## config.mk

```make
export PLATFORM = sky130hd
export DESIGN_NAME = modulo_bitrev_address_gen
export DESIGN_NICKNAME = d
export VERILOG_FILES = /design/src/core/modulo_bitrev_address_gen.v
export VERILOG_INCLUDE_DIRS = /design/src /design/src/core
export SDC_FILE = /design/constraint.sdc
export NUM_CORES = 1
export LEC_CHECK = 0
export ABC_AREA = 0
export BUFFER_PORTS_ARGS = -buffer_cell sky130_fd_sc_hd__buf_4
export CORE_ASPECT_RATIO = 1.25
export CORE_UTILIZATION = 35
export CTS_CLUSTER_SIZE = 30
export DETAILED_ROUTE_END_ITERATION = 7
export PLACE_DENSITY = 0.5
export SYNTH_ARGS = -nofsm -noshare
export SYNTH_HDL_FRONTEND = slang
export SYNTH_SLANG_ARGS = --single-unit
export TNS_END_PERCENT = 30
```

## constraint.sdc

```tcl
create_clock -name pclk -period 8.89 [get_ports pclk]
set_input_delay 0.889 -clock pclk [delete_from_list [all_inputs] [get_ports pclk]]
set_output_delay 0.889 -clock pclk [all_outputs]
set_load 0.03 [all_outputs]
```

## src/core/modulo_bitrev_regs.vh

```
`ifndef MODULO_BITREV_REGS_VH
`define MODULO_BITREV_REGS_VH

// Register word offsets
`define OFS_X_FIRST 6'h00
`define OFS_X_LAST 6'h01
`define OFS_Y_FIRST 6'h02
`define OFS_Y_LAST 6'h03
`define OFS_MODE_CTRL 6'h04
`define OFS_REV_CTRL 6'h05
`define OFS_STATUS 6'h06

// Field positions of address_mode_control
`define MC_X_SEL_LSB 0
`define MC_Y_SEL_LSB 4
`define MC_REV_SEL_LSB 8
`define MC_Y_EN 14
`define MC_X_EN 15
`define SEL_OFF 4'hf

// Field positions of bit_reverse_control
`define BR_EN 15
`define BR_PIVOT_MSB 14

// Reset values
`define RST_ADDR 16'h0000
`define RST_MODE_CTRL 16'h0fff
`define RST_REV_CTRL 16'h0000

// Addressing modes from the core
`define MODE_INDIRECT 3'h0
`define MODE_POST_INC 3'h1
`define MODE_POST_DEC 3'h2
`define MODE_PRE_INC 3'h3
`define MODE_PRE_DEC 3'h4
`define MODE_OFFSET 3'h5

`define WORD_STEP 16'h0002
`endif

```

## src/core/modulo_bitrev_address_gen.v

```verilog
`timescale 1ns/100ps
`include "modulo_bitrev_regs.vh"

module modulo_bitrev_address_gen (
    // Clock and reset
    input wire pclk,
    input wire presetn,
    // APB slave
    input wire psel,
    input wire penable,
    input wire pwrite,
    input wire [7:0] paddr,
    input wire [31:0] pwdata,
    output wire pready,
    output wire pslverr,
    output reg [31:0] prdata,
    // X read generator request
    input wire xr_valid,
    input wire [3:0] xr_reg_num,
    input wire [15:0] xr_ptr,
    input wire [15:0] xr_mod,
    input wire [2:0] xr_mode,
    // X write generator request
    input wire xw_valid,
    input wire [3:0] xw_reg_num,
    input wire [15:0] xw_ptr,
    input wire [15:0] xw_mod,
    input wire [2:0] xw_mode,
    input wire xw_byte,
    // Y generator request
    input wire y_valid,
    input wire [3:0] y_reg_num,
    input wire [15:0] y_ptr,
    input wire [15:0] y_mod,
    input wire [2:0] y_mode,
    // X read result
    output reg xr_done,
    output reg [15:0] xr_ea,
    output reg xr_wb_en,
    output reg [15:0] xr_wb_data,
    // X write result
    output reg xw_done,
    output reg [15:0] xw_ea,
    output reg xw_wb_en,
    output reg [15:0] xw_wb_data,
    // Y result
    output reg y_done,
    output reg [15:0] y_ea,
    output reg y_wb_en,
    output reg [15:0] y_wb_data
);

reg [15:0] x_circ_first_addr_reg;
reg [15:0] x_circ_last_addr_reg;
reg [15:0] y_circ_first_addr_reg;
reg [15:0] y_circ_last_addr_reg;
reg [15:0] address_mode_control_reg;
reg [15:0] bit_reverse_control_reg;
reg [3:0] status_reg;
reg [3:0] status_next;

wire [3:0] x_circ_pointer_select = address_mode_control_reg[`MC_X_SEL_LSB+3:`MC_X_SEL_LSB];
wire [3:0] y_circ_pointer_select = address_mode_control_reg[`MC_Y_SEL_LSB+3:`MC_Y_SEL_LSB];
wire [3:0] reverse_pointer_select = address_mode_control_reg[`MC_REV_SEL_LSB+3:`MC_REV_SEL_LSB];
wire x_circ_enable = address_mode_control_reg[`MC_X_EN];
wire y_circ_enable = address_mode_control_reg[`MC_Y_EN];
wire reverse_enable = bit_reverse_control_reg[`BR_EN];
wire [14:0] reverse_pivot = bit_reverse_control_reg[`BR_PIVOT_MSB:0];

// Result packing: {wrapped, write back, corrected address, effective address}
function [33:0] agen;
    input [15:0] ptr;
    input [15:0] mag;
    input [2:0] mode;
    input circ;
    input [15:0] lo;
    input [15:0] hi;
    reg [15:0] sum;
    reg [15:0] len;
    reg [15:0] fixed;
    reg [15:0] ea;
    reg dec;
    reg upd;
    reg pre;
    reg wrap;
    reg chk_hi;
    reg chk_lo;
    reg pow2;
    begin
        dec = (mode == `MODE_POST_DEC) || (mode == `MODE_PRE_DEC);
        sum = dec ? ptr - mag : ptr + mag;
        // Offset mode direction follows the sign of the offset
        if (mode == `MODE_OFFSET) begin
            dec = mag[15];
        end
        len = hi - lo + `WORD_STEP;
        pow2 = ((len & (len - 16'h0001)) == 16'h0000);
        chk_hi = ~dec | pow2;
        chk_lo = dec | pow2;
        wrap = 1'b0;
        fixed = sum;
        if (circ && (mode != `MODE_INDIRECT) && chk_hi && (sum > hi)) begin
            fixed = sum - len;
            wrap = 1'b1;
        end else if (circ && (mode != `MODE_INDIRECT) && chk_lo && (sum < lo)) begin
            fixed = sum + len;
            wrap = 1'b1;
        end
        upd = (mode == `MODE_POST_INC) || (mode == `MODE_POST_DEC) ||
              (mode == `MODE_PRE_INC) || (mode == `MODE_PRE_DEC);
        pre = (mode == `MODE_PRE_INC) || (mode == `MODE_PRE_DEC);
        ea = ((mode == `MODE_OFFSET) || pre) ? fixed : ptr;
        agen = {wrap, upd, fixed, ea};
    end
endfunction

// Circular enables per space and the bit-reverse enable
wire x_circ_on = x_circ_enable && (x_circ_pointer_select != `SEL_OFF);
wire y_circ_on = y_circ_enable && (y_circ_pointer_select != `SEL_OFF);
wire rev_on = reverse_enable && (reverse_pointer_select != `SEL_OFF);

wire xr_circ = x_circ_on && (xr_reg_num == x_circ_pointer_select);
wire xw_circ = x_circ_on && !rev_on && (xw_reg_num == x_circ_pointer_select);
wire y_circ = y_circ_on && (y_reg_num == y_circ_pointer_select);

wire [33:0] xr_res = agen(xr_ptr, xr_mod, xr_mode, xr_circ, x_circ_first_addr_reg,
    x_circ_last_addr_reg);
wire [33:0] xw_res = agen(xw_ptr, xw_mod, xw_mode, xw_circ, x_circ_first_addr_reg,
    x_circ_last_addr_reg);
wire [33:0] y_res = agen(y_ptr, y_mod, y_mode, y_circ, y_circ_first_addr_reg,
    y_circ_last_addr_reg);

// Bit-reversed path, X write only
wire xw_incr = (xw_mode == `MODE_POST_INC) || (xw_mode == `MODE_PRE_INC);
wire rev_hit = rev_on && (xw_reg_num == reverse_pointer_select) && xw_incr && !xw_byte;
wire [15:0] pivot_mod = {reverse_pivot, 1'b0};
wire [15:0] ptr_rev;
wire [15:0] piv_rev;
wire [15:0] rev_sum = ptr_rev + piv_rev;
wire [15:0] br_sum;

genvar i;
generate
    for (i = 0; i < 16; i = i + 1) begin : g_mirror
        assign ptr_rev[i] = xw_ptr[15-i];
        assign piv_rev[i] = pivot_mod[15-i];
        assign br_sum[i] = rev_sum[15-i];
    end
endgenerate

// Reverse-carry sum ignores the normal increment
wire [15:0] br_addr = {br_sum[15:1], 1'b0};
wire [15:0] xw_ea_next = rev_hit ? ((xw_mode == `MODE_PRE_INC) ? br_addr : xw_ptr) : xw_res[15:0];
wire [15:0] xw_wb_next = rev_hit ? br_addr : xw_res[31:16];

// APB decode
wire apb_setup = psel && !penable;
wire apb_access = psel && penable;
wire [5:0] word_idx = paddr[7:2];
wire mapped = (paddr[1:0] == 2'h0) && (word_idx <= `OFS_STATUS);
wire apb_wr = apb_access && pwrite && mapped;

// One write strobe per register except status, which has none
wire wr_x_first = apb_wr && (word_idx == `OFS_X_FIRST);
wire wr_x_last = apb_wr && (word_idx == `OFS_X_LAST);
wire wr_y_first = apb_wr && (word_idx == `OFS_Y_FIRST);
wire wr_y_last = apb_wr && (word_idx == `OFS_Y_LAST);
wire wr_mode_ctrl = apb_wr && (word_idx == `OFS_MODE_CTRL);
wire wr_rev_ctrl = apb_wr && (word_idx == `OFS_REV_CTRL);

assign pready = 1'b1;
assign pslverr = apb_access && !mapped;

reg [15:0] rd_mux;
always @* begin
    case (word_idx)
        `OFS_X_FIRST: rd_mux = x_circ_first_addr_reg;
        `OFS_X_LAST: rd_mux = x_circ_last_addr_reg;
        `OFS_Y_FIRST: rd_mux = y_circ_first_addr_reg;
        `OFS_Y_LAST: rd_mux = y_circ_last_addr_reg;
        `OFS_MODE_CTRL: rd_mux = address_mode_control_reg;
        `OFS_REV_CTRL: rd_mux = bit_reverse_control_reg;
        `OFS_STATUS: rd_mux = {12'h000, status_reg};
        default: rd_mux = 16'h0000;
    endcase
end

always @(posedge pclk or negedge presetn) begin
    if (!presetn) begin
        prdata <= 32'h00000000;
    end else if (apb_setup) begin
        prdata <= mapped ? {16'h0000, rd_mux} : 32'h00000000;
    end
end

always @(posedge pclk or negedge presetn) begin
    if (!presetn) begin
        x_circ_first_addr_reg <= `RST_ADDR;
    end else if (wr_x_first) begin
        x_circ_first_addr_reg <= pwdata[15:0];
    end
end

always @(posedge pclk or negedge presetn) begin
    if (!presetn) begin
        x_circ_last_addr_reg <= `RST_ADDR;
    end else if (wr_x_last) begin
        x_circ_last_addr_reg <= pwdata[15:0];
    end
end

// Y bounds are word addresses
always @(posedge pclk or negedge presetn) begin
    if (!presetn) begin
        y_circ_first_addr_reg <= `RST_ADDR;
    end else if (wr_y_first) begin
        y_circ_first_addr_reg <= {pwdata[15:1], 1'b0};
    end
end

always @(posedge pclk or negedge presetn) begin
    if (!presetn) begin
        y_circ_last_addr_reg <= `RST_ADDR;
    end else if (wr_y_last) begin
        y_circ_last_addr_reg <= {pwdata[15:1], 1'b0};
    end
end

always @(posedge pclk or negedge presetn) begin
    if (!presetn) begin
        address_mode_control_reg <= `RST_MODE_CTRL;
    end else if (wr_mode_ctrl) begin
        address_mode_control_reg <= pwdata[15:0];
    end
end

always @(posedge pclk or negedge presetn) begin
    if (!presetn) begin
        bit_reverse_control_reg <= `RST_REV_CTRL;
    end else if (wr_rev_ctrl) begin
        bit_reverse_control_reg <= pwdata[15:0];
    end
end

// Status: last wrap per generator and last reversed write
always @* begin
    status_next = status_reg;
    if (xr_valid) begin
        status_next[0] = xr_res[33];
    end
    if (xw_valid) begin
        status_next[1] = xw_res[33] && !rev_hit;
        status_next[3] = rev_hit;
    end
    if (y_valid) begin
        status_next[2] = y_res[33];
    end
end

always @(posedge pclk or negedge presetn) begin
    if (!presetn) begin
        status_reg <= 4'h0;
    end else begin
        status_reg <= status_next;
    end
end

// X read result stage
always @(posedge pclk or negedge presetn) begin
    if (!presetn) begin
        xr_done <= 1'b0;
        xr_ea <= 16'h0000;
        xr_wb_en <= 1'b0;
        xr_wb_data <= 16'h0000;
    end else begin
        xr_done <= xr_valid;
        xr_ea <= xr_res[15:0];
        xr_wb_en <= xr_valid && xr_res[32];
        xr_wb_data <= xr_res[31:16];
    end
end

// X write result stage
always @(posedge pclk or negedge presetn) begin
    if (!presetn) begin
        xw_done <= 1'b0;
        xw_ea <= 16'h0000;
        xw_wb_en <= 1'b0;
        xw_wb_data <= 16'h0000;
    end else begin
        xw_done <= xw_valid;
        xw_ea <= xw_ea_next;
        xw_wb_en <= xw_valid && (rev_hit || xw_res[32]);
        xw_wb_data <= xw_wb_next;
    end
end

// Y result stage
always @(posedge pclk or negedge presetn) begin
    if (!presetn) begin
        y_done <= 1'b0;
        y_ea <= 16'h0000;
        y_wb_en <= 1'b0;
        y_wb_data <= 16'h0000;
    end else begin
        y_done <= y_valid;
        // Y circular addresses stay word aligned
        y_ea <= y_circ ? {y_res[15:1], 1'b0} : y_res[15:0];
        y_wb_en <= y_valid && y_res[32];
        y_wb_data <= y_circ ? {y_res[31:17], 1'b0} : y_res[31:16];
    end
end

endmodule // modulo_bitrev_address_gen

```

Yosys cells after proc, flatten, opt, wreduce, memory -nomap -nowiden --
Cells that the tools add are included.
Storage, ports and cells: register bits after elaboration 232, output and inout port bits 136, word-level logic and storage cells 188
Cells by class: $add $sub $neg 19, magnitude comparators 7, equality and inequality tests 28, muxes and demuxes 28, bitwise gates (word level) 11, reductions and logical operators 73
Operators with widths (count):
- 2-to-1 mux 16 bit | 16
- subtractor 16 bit | 8
- case mux 16 bit (7 select lines) | 1
- adder 16 bit | 6
- greater-than comparator 16 bit | 3
- less-than comparator 16 bit | 3
- logical AND 1 bit | 41
- adder 16 x 2 -> 16 bit (second input constant) | 2
- bitwise AND 16 bit | 2
- zero test 16 bit | 2
- subtractor 16 x 1 -> 16 bit (second input constant) | 2
- logical OR 1 bit | 20
- equality test 3 x 2 -> 1 bit (second input constant) | 6
- equality test 3 bit (second input constant) | 6
- equality test 6 x 3 -> 1 bit (second input constant) | 3
- equality test 4 bit | 4
- adder 15 bit | 1
- equality test 6 x 2 -> 1 bit (second input constant) | 2
- inequality test 4 bit (second input constant) | 3
- 2-to-1 mux 1 bit | 11
- equality test 3 x 1 -> 1 bit (second input constant) | 3
- nonzero test 3 bit | 3
- equality test 6 x 1 -> 1 bit (second input constant) | 1
- less-or-equal comparator 6 x 3 -> 1 bit (second input constant) | 1
- other kinds (5) | 16

Depth between registers and ports, before layout --
word-level depth 12, gate-level depth with buffers 31, mapped depth without buffers 28

Worst setup path before layout --
OpenSTA, ideal clock, no wires.
kind input to register, start in xr_mode[2], end reg xr_ea[10], library setup time 0.125 ns, arrival 6.541 ns, path slack 2.224 ns, cell stages on the path 29, cell sequence nand2b_1 > a21o_1 > clkbuf_1 > mux2i_1 > ha_1 > nor2b_1 > o21ai_0 > a21boi_0 > o21ai_0 > nand2b_1 > a21o_1 > a41o_1 > o41ai_1 > o21bai_1 > a21oi_1 > xnor2_1 > ha_1 > a21o_1 > a21o_1 > a21oi_1 > o21ai_0 > a311o_1 > and2b_1 > nor2b_1 > a31o_2 > buf_2 > a221o_1 > a22o_1 > mux2_2
On the way: cells in the longest elaborated chain, start to end 9
RTL lines:
- start, declared | RTL line modulo_bitrev_address_gen.v:22 | input wire [2:0] xr_mode,
- branches (longest 7 deep; another with less-than comparator 16 bit)
- 2-to-1 mux 16 bit (*) | RTL line modulo_bitrev_address_gen.v:102 | if (circ && (mode != `MODE_INDIRECT) && chk_hi && (sum > hi)) begin
- net xr_res[26] | RTL line modulo_bitrev_address_gen.v:126 | wire [33:0] xr_res = agen(xr_ptr, xr_mod, xr_mode, xr_circ, x_circ_first_addr_reg,
- 2-to-1 mux 16 bit (*) | RTL line modulo_bitrev_address_gen.v:112 | ea = ((mode == `MODE_OFFSET) || pre) ? fixed : ptr;
- net xr_res[10] | RTL line modulo_bitrev_address_gen.v:126
- end signal, assigned | RTL line modulo_bitrev_address_gen.v:277 | xr_ea <= xr_res[15:0];
- end, declared | RTL line modulo_bitrev_address_gen.v:38 | output reg [15:0] xr_ea,
Mark *: on every way through the listed nets, which the timed path passes. A chain may end at the register's enable or synchronous reset.

Final worst setup path --
start in xr_mode[2], end reg xr_ea[11]
The elaborated chain is that of the path after synthesis.

==> metrics list <==
- After layout, the worst setup slack is around 1.4 ns.
- Data arrival time of the critical path: 7.89 ns
- Including well taps, the total number of placed cells is about 3,500.
- Critical path capture point type: flop
* Global-route total usage across every layer: roughly 26%
- The clock drives approximately 220 sinks.
- Data required time at the worst endpoint: approximately 9.3 ns
- The most numerous cell type found on the critical path is sky130_fd_sc_hd__a21o_1.
- Clock transition at path regs: roughly 0.06 ns
- Postcts setup bufs: 0
* Register area: approximately 5400 µm²
* Antenna violations before repair: 0
* Total of flip-flops plus latches after synthesis: 216
- Final weighted congestion in routability-driven placement: around 0.92
* Width of the chip: approximately 220 µm
* Most frequently used flop master after synthesis: sky130_fd_sc_hd__dfrtp_1
* Initial Utilization: between 30% and 40%
- Cell with the largest stage delay on the worst path: sky130_fd_sc_hd__o41ai_1
- Level count of the clock H-tree: 1
- Once detail routing completed, the nets flagged for antenna violations numbered 0.
- Number of global-route vias before repair: between 15,000 and 20,000
* Final std cells w/o fill: about 3,500
- After filler insertion, the fill cell instance count of the layout stands at 6,003.
- Along the worst path, the maximum fanout reaches 20.
- Number of max-slew violations in the final report: 0
- Overall via count from detail_route: approximately 20,000
* Fin crit period: 7.45 ns
- The critical path is of the input port to flop type.
- Cell area after technology mapping: approximately 21,000 µm²
- just over 300 I/O pins were placed.
* First-pass GRT wire length: approximately 120,000 µm
* Per-cell routed wire length: between 20 and 25 µm
- For this block, the routed nets add up to slightly above 80,000 µm of wire.
* Maximum number of pins on one net before global-route repair: 90
- Instance count of the mapped netlist: roughly 2,500
* TritonCTS clock tree: yes
- IR drop worst, VDD: about 0.00013 V
- The floorplan step defined a die boundary enclosing just over 60,000 µm².
* Number of detailed-route iterations in the first pass: 6
- Sequential element share of the synthesized area: 25.4%
- After routing, the total negative slack on setup checks comes to 0 ns.
- In the final layout, the multi-input gates occupy about 15,000 µm².
* Max-cap violations: 0
* Unrepaired setup endpoints after global routing: no
* Std-Cell Core Area: approximately 60,000 µm²
* Final worst hold slack: around 0.37 ns
* Number of warnings reported in the yosys synthesis log: 0
* Post-CTS Resized: 0
- Global routing finished with a remaining overflow of 0.
* Setup slack after placement: 1.02 ns
- At the pin with the least slew margin, the transition time is between 1 and 1.5 ns.
- For this run, design rule violations remaining after detail routing come to 0.
- The min-delay analysis places its worst path in the category input port to async pin.
* Timing-limited maximum frequency: about 0.13 GHz
- Number of core rows: 100
- For this block, the initial DRC count from the detailed router was approximately 1,100.
* Static power due to leakage: between 10 and 15 nW
- Share of cells above drive strength 1: between 10% and 20%
- Count of input and output buffers: between 200 and 300
* Fraction of the cycle the final worst path needs: 83.8%
* Signed area change from the synthesized netlist to the final layout: 17.8%
- Type of origin of the critical path: input port
- In this run the power density over the cells is between 150 and 200 nW/µm².
* Post-synthesis area per instance: roughly 8.6 µm²
- In this design, the stage delay of the slowest critical-path cell is around 0.6 ns.
* Number of endpoints failing setup at the final stage: 0
* Clk buf depth: 3
- Vias per inst: 5.64
* Worst-skew pair later-pin latency: 0.57 ns
* Number of buffers created by CTS: 27
- Final-report hold violation count: 0
- Headroom to the max-slew limit came out at between 15 and 20%.
- The floorplan step set the die height to roughly 280 µm.
- Count of flip-flops with a built-in enable after synthesis: 0
- The repair_antennas step left the layout with diodes totalling 0.
* Share of synthesized registers carrying an async set or reset: between 90% and 100%
- The flow ran to the end, and the final reports show no timing, DRC or antenna violations.
- Across all register-to-register paths, the minimum setup slack is roughly 2.5 ns.
* Unique cell type count in the Yosys netlist: around 110
- Root Buffer: sky130_fd_sc_hd__clkbuf_16
- Number of nets in the finished design: ~3,200
- For this design, the CTS-stage hold fixing added 0 buffers.
- Summed over all nets, the half-perimeter wirelength after detailed placement is 67,200 µm.
- Final setup skew: between 0.015 and 0.02 ns
## report_power, final
group / leakage, nW / internal (mW) / switching (mW) / total (mW)
sequential: 2.42 / 1.10 / 0.0519 / 1.16
combinational: 9.10 / 0.839 / 1.40 / 2.24
clock: 0.435 / 0.643 / 0.476 / 1.12
total: 12.0 / 2.59 / 1.93 / 4.52
## path summary, 6_finish.rpt
| kind | startpoint | endpoint | depth (start not counted) |
|---|---|---|---|
| setup / recovery | xr_mode[2] | xr_ea[11] | 30 |
| hold / removal | presetn | y_ea[9] | 1 |
| setup reg to reg | x_circ_first_addr_reg[2] | xr_ea[15] | 21 |
| hold reg to reg | prdata[2] | prdata[2] | 1 |
| max in group asynchronous | presetn | y_circ_first_addr_reg[2] | 2 |
| min in group pclk | xr_valid | xr_done | 1 |
## final cells by class
type / count / area share [%]
Tap cell: 765 / 3.81
Multi-Input combinational cell: 1980 / 58.7
Clock inverter: 17 / 0.612
Sequential cell: 216 / 21.6
Inverter: 214 / 3.19
Clock buffer: 33 / 2.90
Timing Repair Buffer: 307 / 9.19
## cells in the mapped netlist (13+ instances only)
cell	count	area, µm²
sky130_fd_sc_hd__and2_1	14	87.6
sky130_fd_sc_hd__a31oi_1	23	144
sky130_fd_sc_hd__a21oi_1	156	781
sky130_fd_sc_hd__o31ai_1	17	128
sky130_fd_sc_hd__dfrtp_1	204	5100
sky130_fd_sc_hd__nor2b_1	33	206
sky130_fd_sc_hd__o2111ai_1	14	123
sky130_fd_sc_hd__a22o_1	26	228
sky130_fd_sc_hd__a211oi_1	16	120
sky130_fd_sc_hd__a221o_1	15	150
sky130_fd_sc_hd__nand2_1	179	672
sky130_fd_sc_hd__xor2_1	48	420
sky130_fd_sc_hd__or3_1	20	125
sky130_fd_sc_hd__nor2_1	165	619
sky130_fd_sc_hd__mux2_2	67	754
sky130_fd_sc_hd__nand4_1	23	144
sky130_fd_sc_hd__nor4_1	15	93.8
sky130_fd_sc_hd__nand3_1	55	275
sky130_fd_sc_hd__o21bai_1	31	233
sky130_fd_sc_hd__nor3_1	59	295
sky130_fd_sc_hd__xnor2_1	84	736
sky130_fd_sc_hd__inv_1	213	800
sky130_fd_sc_hd__a221oi_1	16	140
sky130_fd_sc_hd__nand2b_1	42	263
sky130_fd_sc_hd__o21a_1	31	233
sky130_fd_sc_hd__o211ai_1	18	135
sky130_fd_sc_hd__o21ai_0	159	796
sky130_fd_sc_hd__buf_2	13	65.1
sky130_fd_sc_hd__buf_4	19	143
sky130_fd_sc_hd__ha_1	299	3740
sky130_fd_sc_hd__o221ai_1	26	228
sky130_fd_sc_hd__clkbuf_1	50	188
sky130_fd_sc_hd__a22oi_1	48	360
sky130_fd_sc_hd__and3_1	15	93.8
sky130_fd_sc_hd__mux2i_1	13	130
sky130_fd_sc_hd__a21o_1	45	338
## layer usage
layer	vias up	GRT usage, %	share of wire, %
met3	129	2.15	3.2
met1	9756	28.9	39
met4	0	9.18	3.6
met2	468	49.8	54
met5	-	0	0
li1	9571	-	-
## cell usage in the layout (no fill, tap or decap), drive strengths merged, types with 33 or more instances in the layout
cell type,n
dfrtp,204
nor2,166
xnor2,86
buf,307
a21o,45
o21ai,166
nand2b,42
a22oi,48
xor2,48
nor2b,34
nor3,61
nand3,55
inv,217
nand2,179
ha,299
mux2,68
a21oi,158
clkbuf,33
## worst max-delay path, delay by kind of cell
| kind | cells | cell delay, ns |
|---|---|---|
| multiplexers | 2 | 0.64 |
| adder cells (fa/ha/maj) | 2 | 0.65 |
| XOR/XNOR | 1 | 0.33 |
| AND/OR/NAND/NOR | 6 | 1.09 |
| AO/OA/AOI/OAI | 17 | 3.89 |
| buffers and inverters | 2 | 0.37 |
## cells by family (layout without fill, tap and decap cells)
logic type	Yosys count	in the layout	synth area share, %
AO/OA/AOI/OAI	762	762	24.7
flip-flops	216	216	25.4
AND/OR/NAND/NOR	673	673	15.5
adder cells (fa/ha/maj)	312	312	18.6
multiplexers	82	82	4.32
XOR/XNOR	134	134	5.57
buffers and inverters	302	571	5.90
other	2	17	0.0352
## per-stage QoR
step,util [%],power [mW],instance area [µm²]
floorplan,-,2.63,21400
global placement,40.5,3.39,24300
detailed placement,40.5,3.41,24300
CTS,42.0,4.55,25100
global route,42.0,4.78,25100
finish,42.0,4.52,25100
Note: power is estimated with default switching activity, not from simulation.
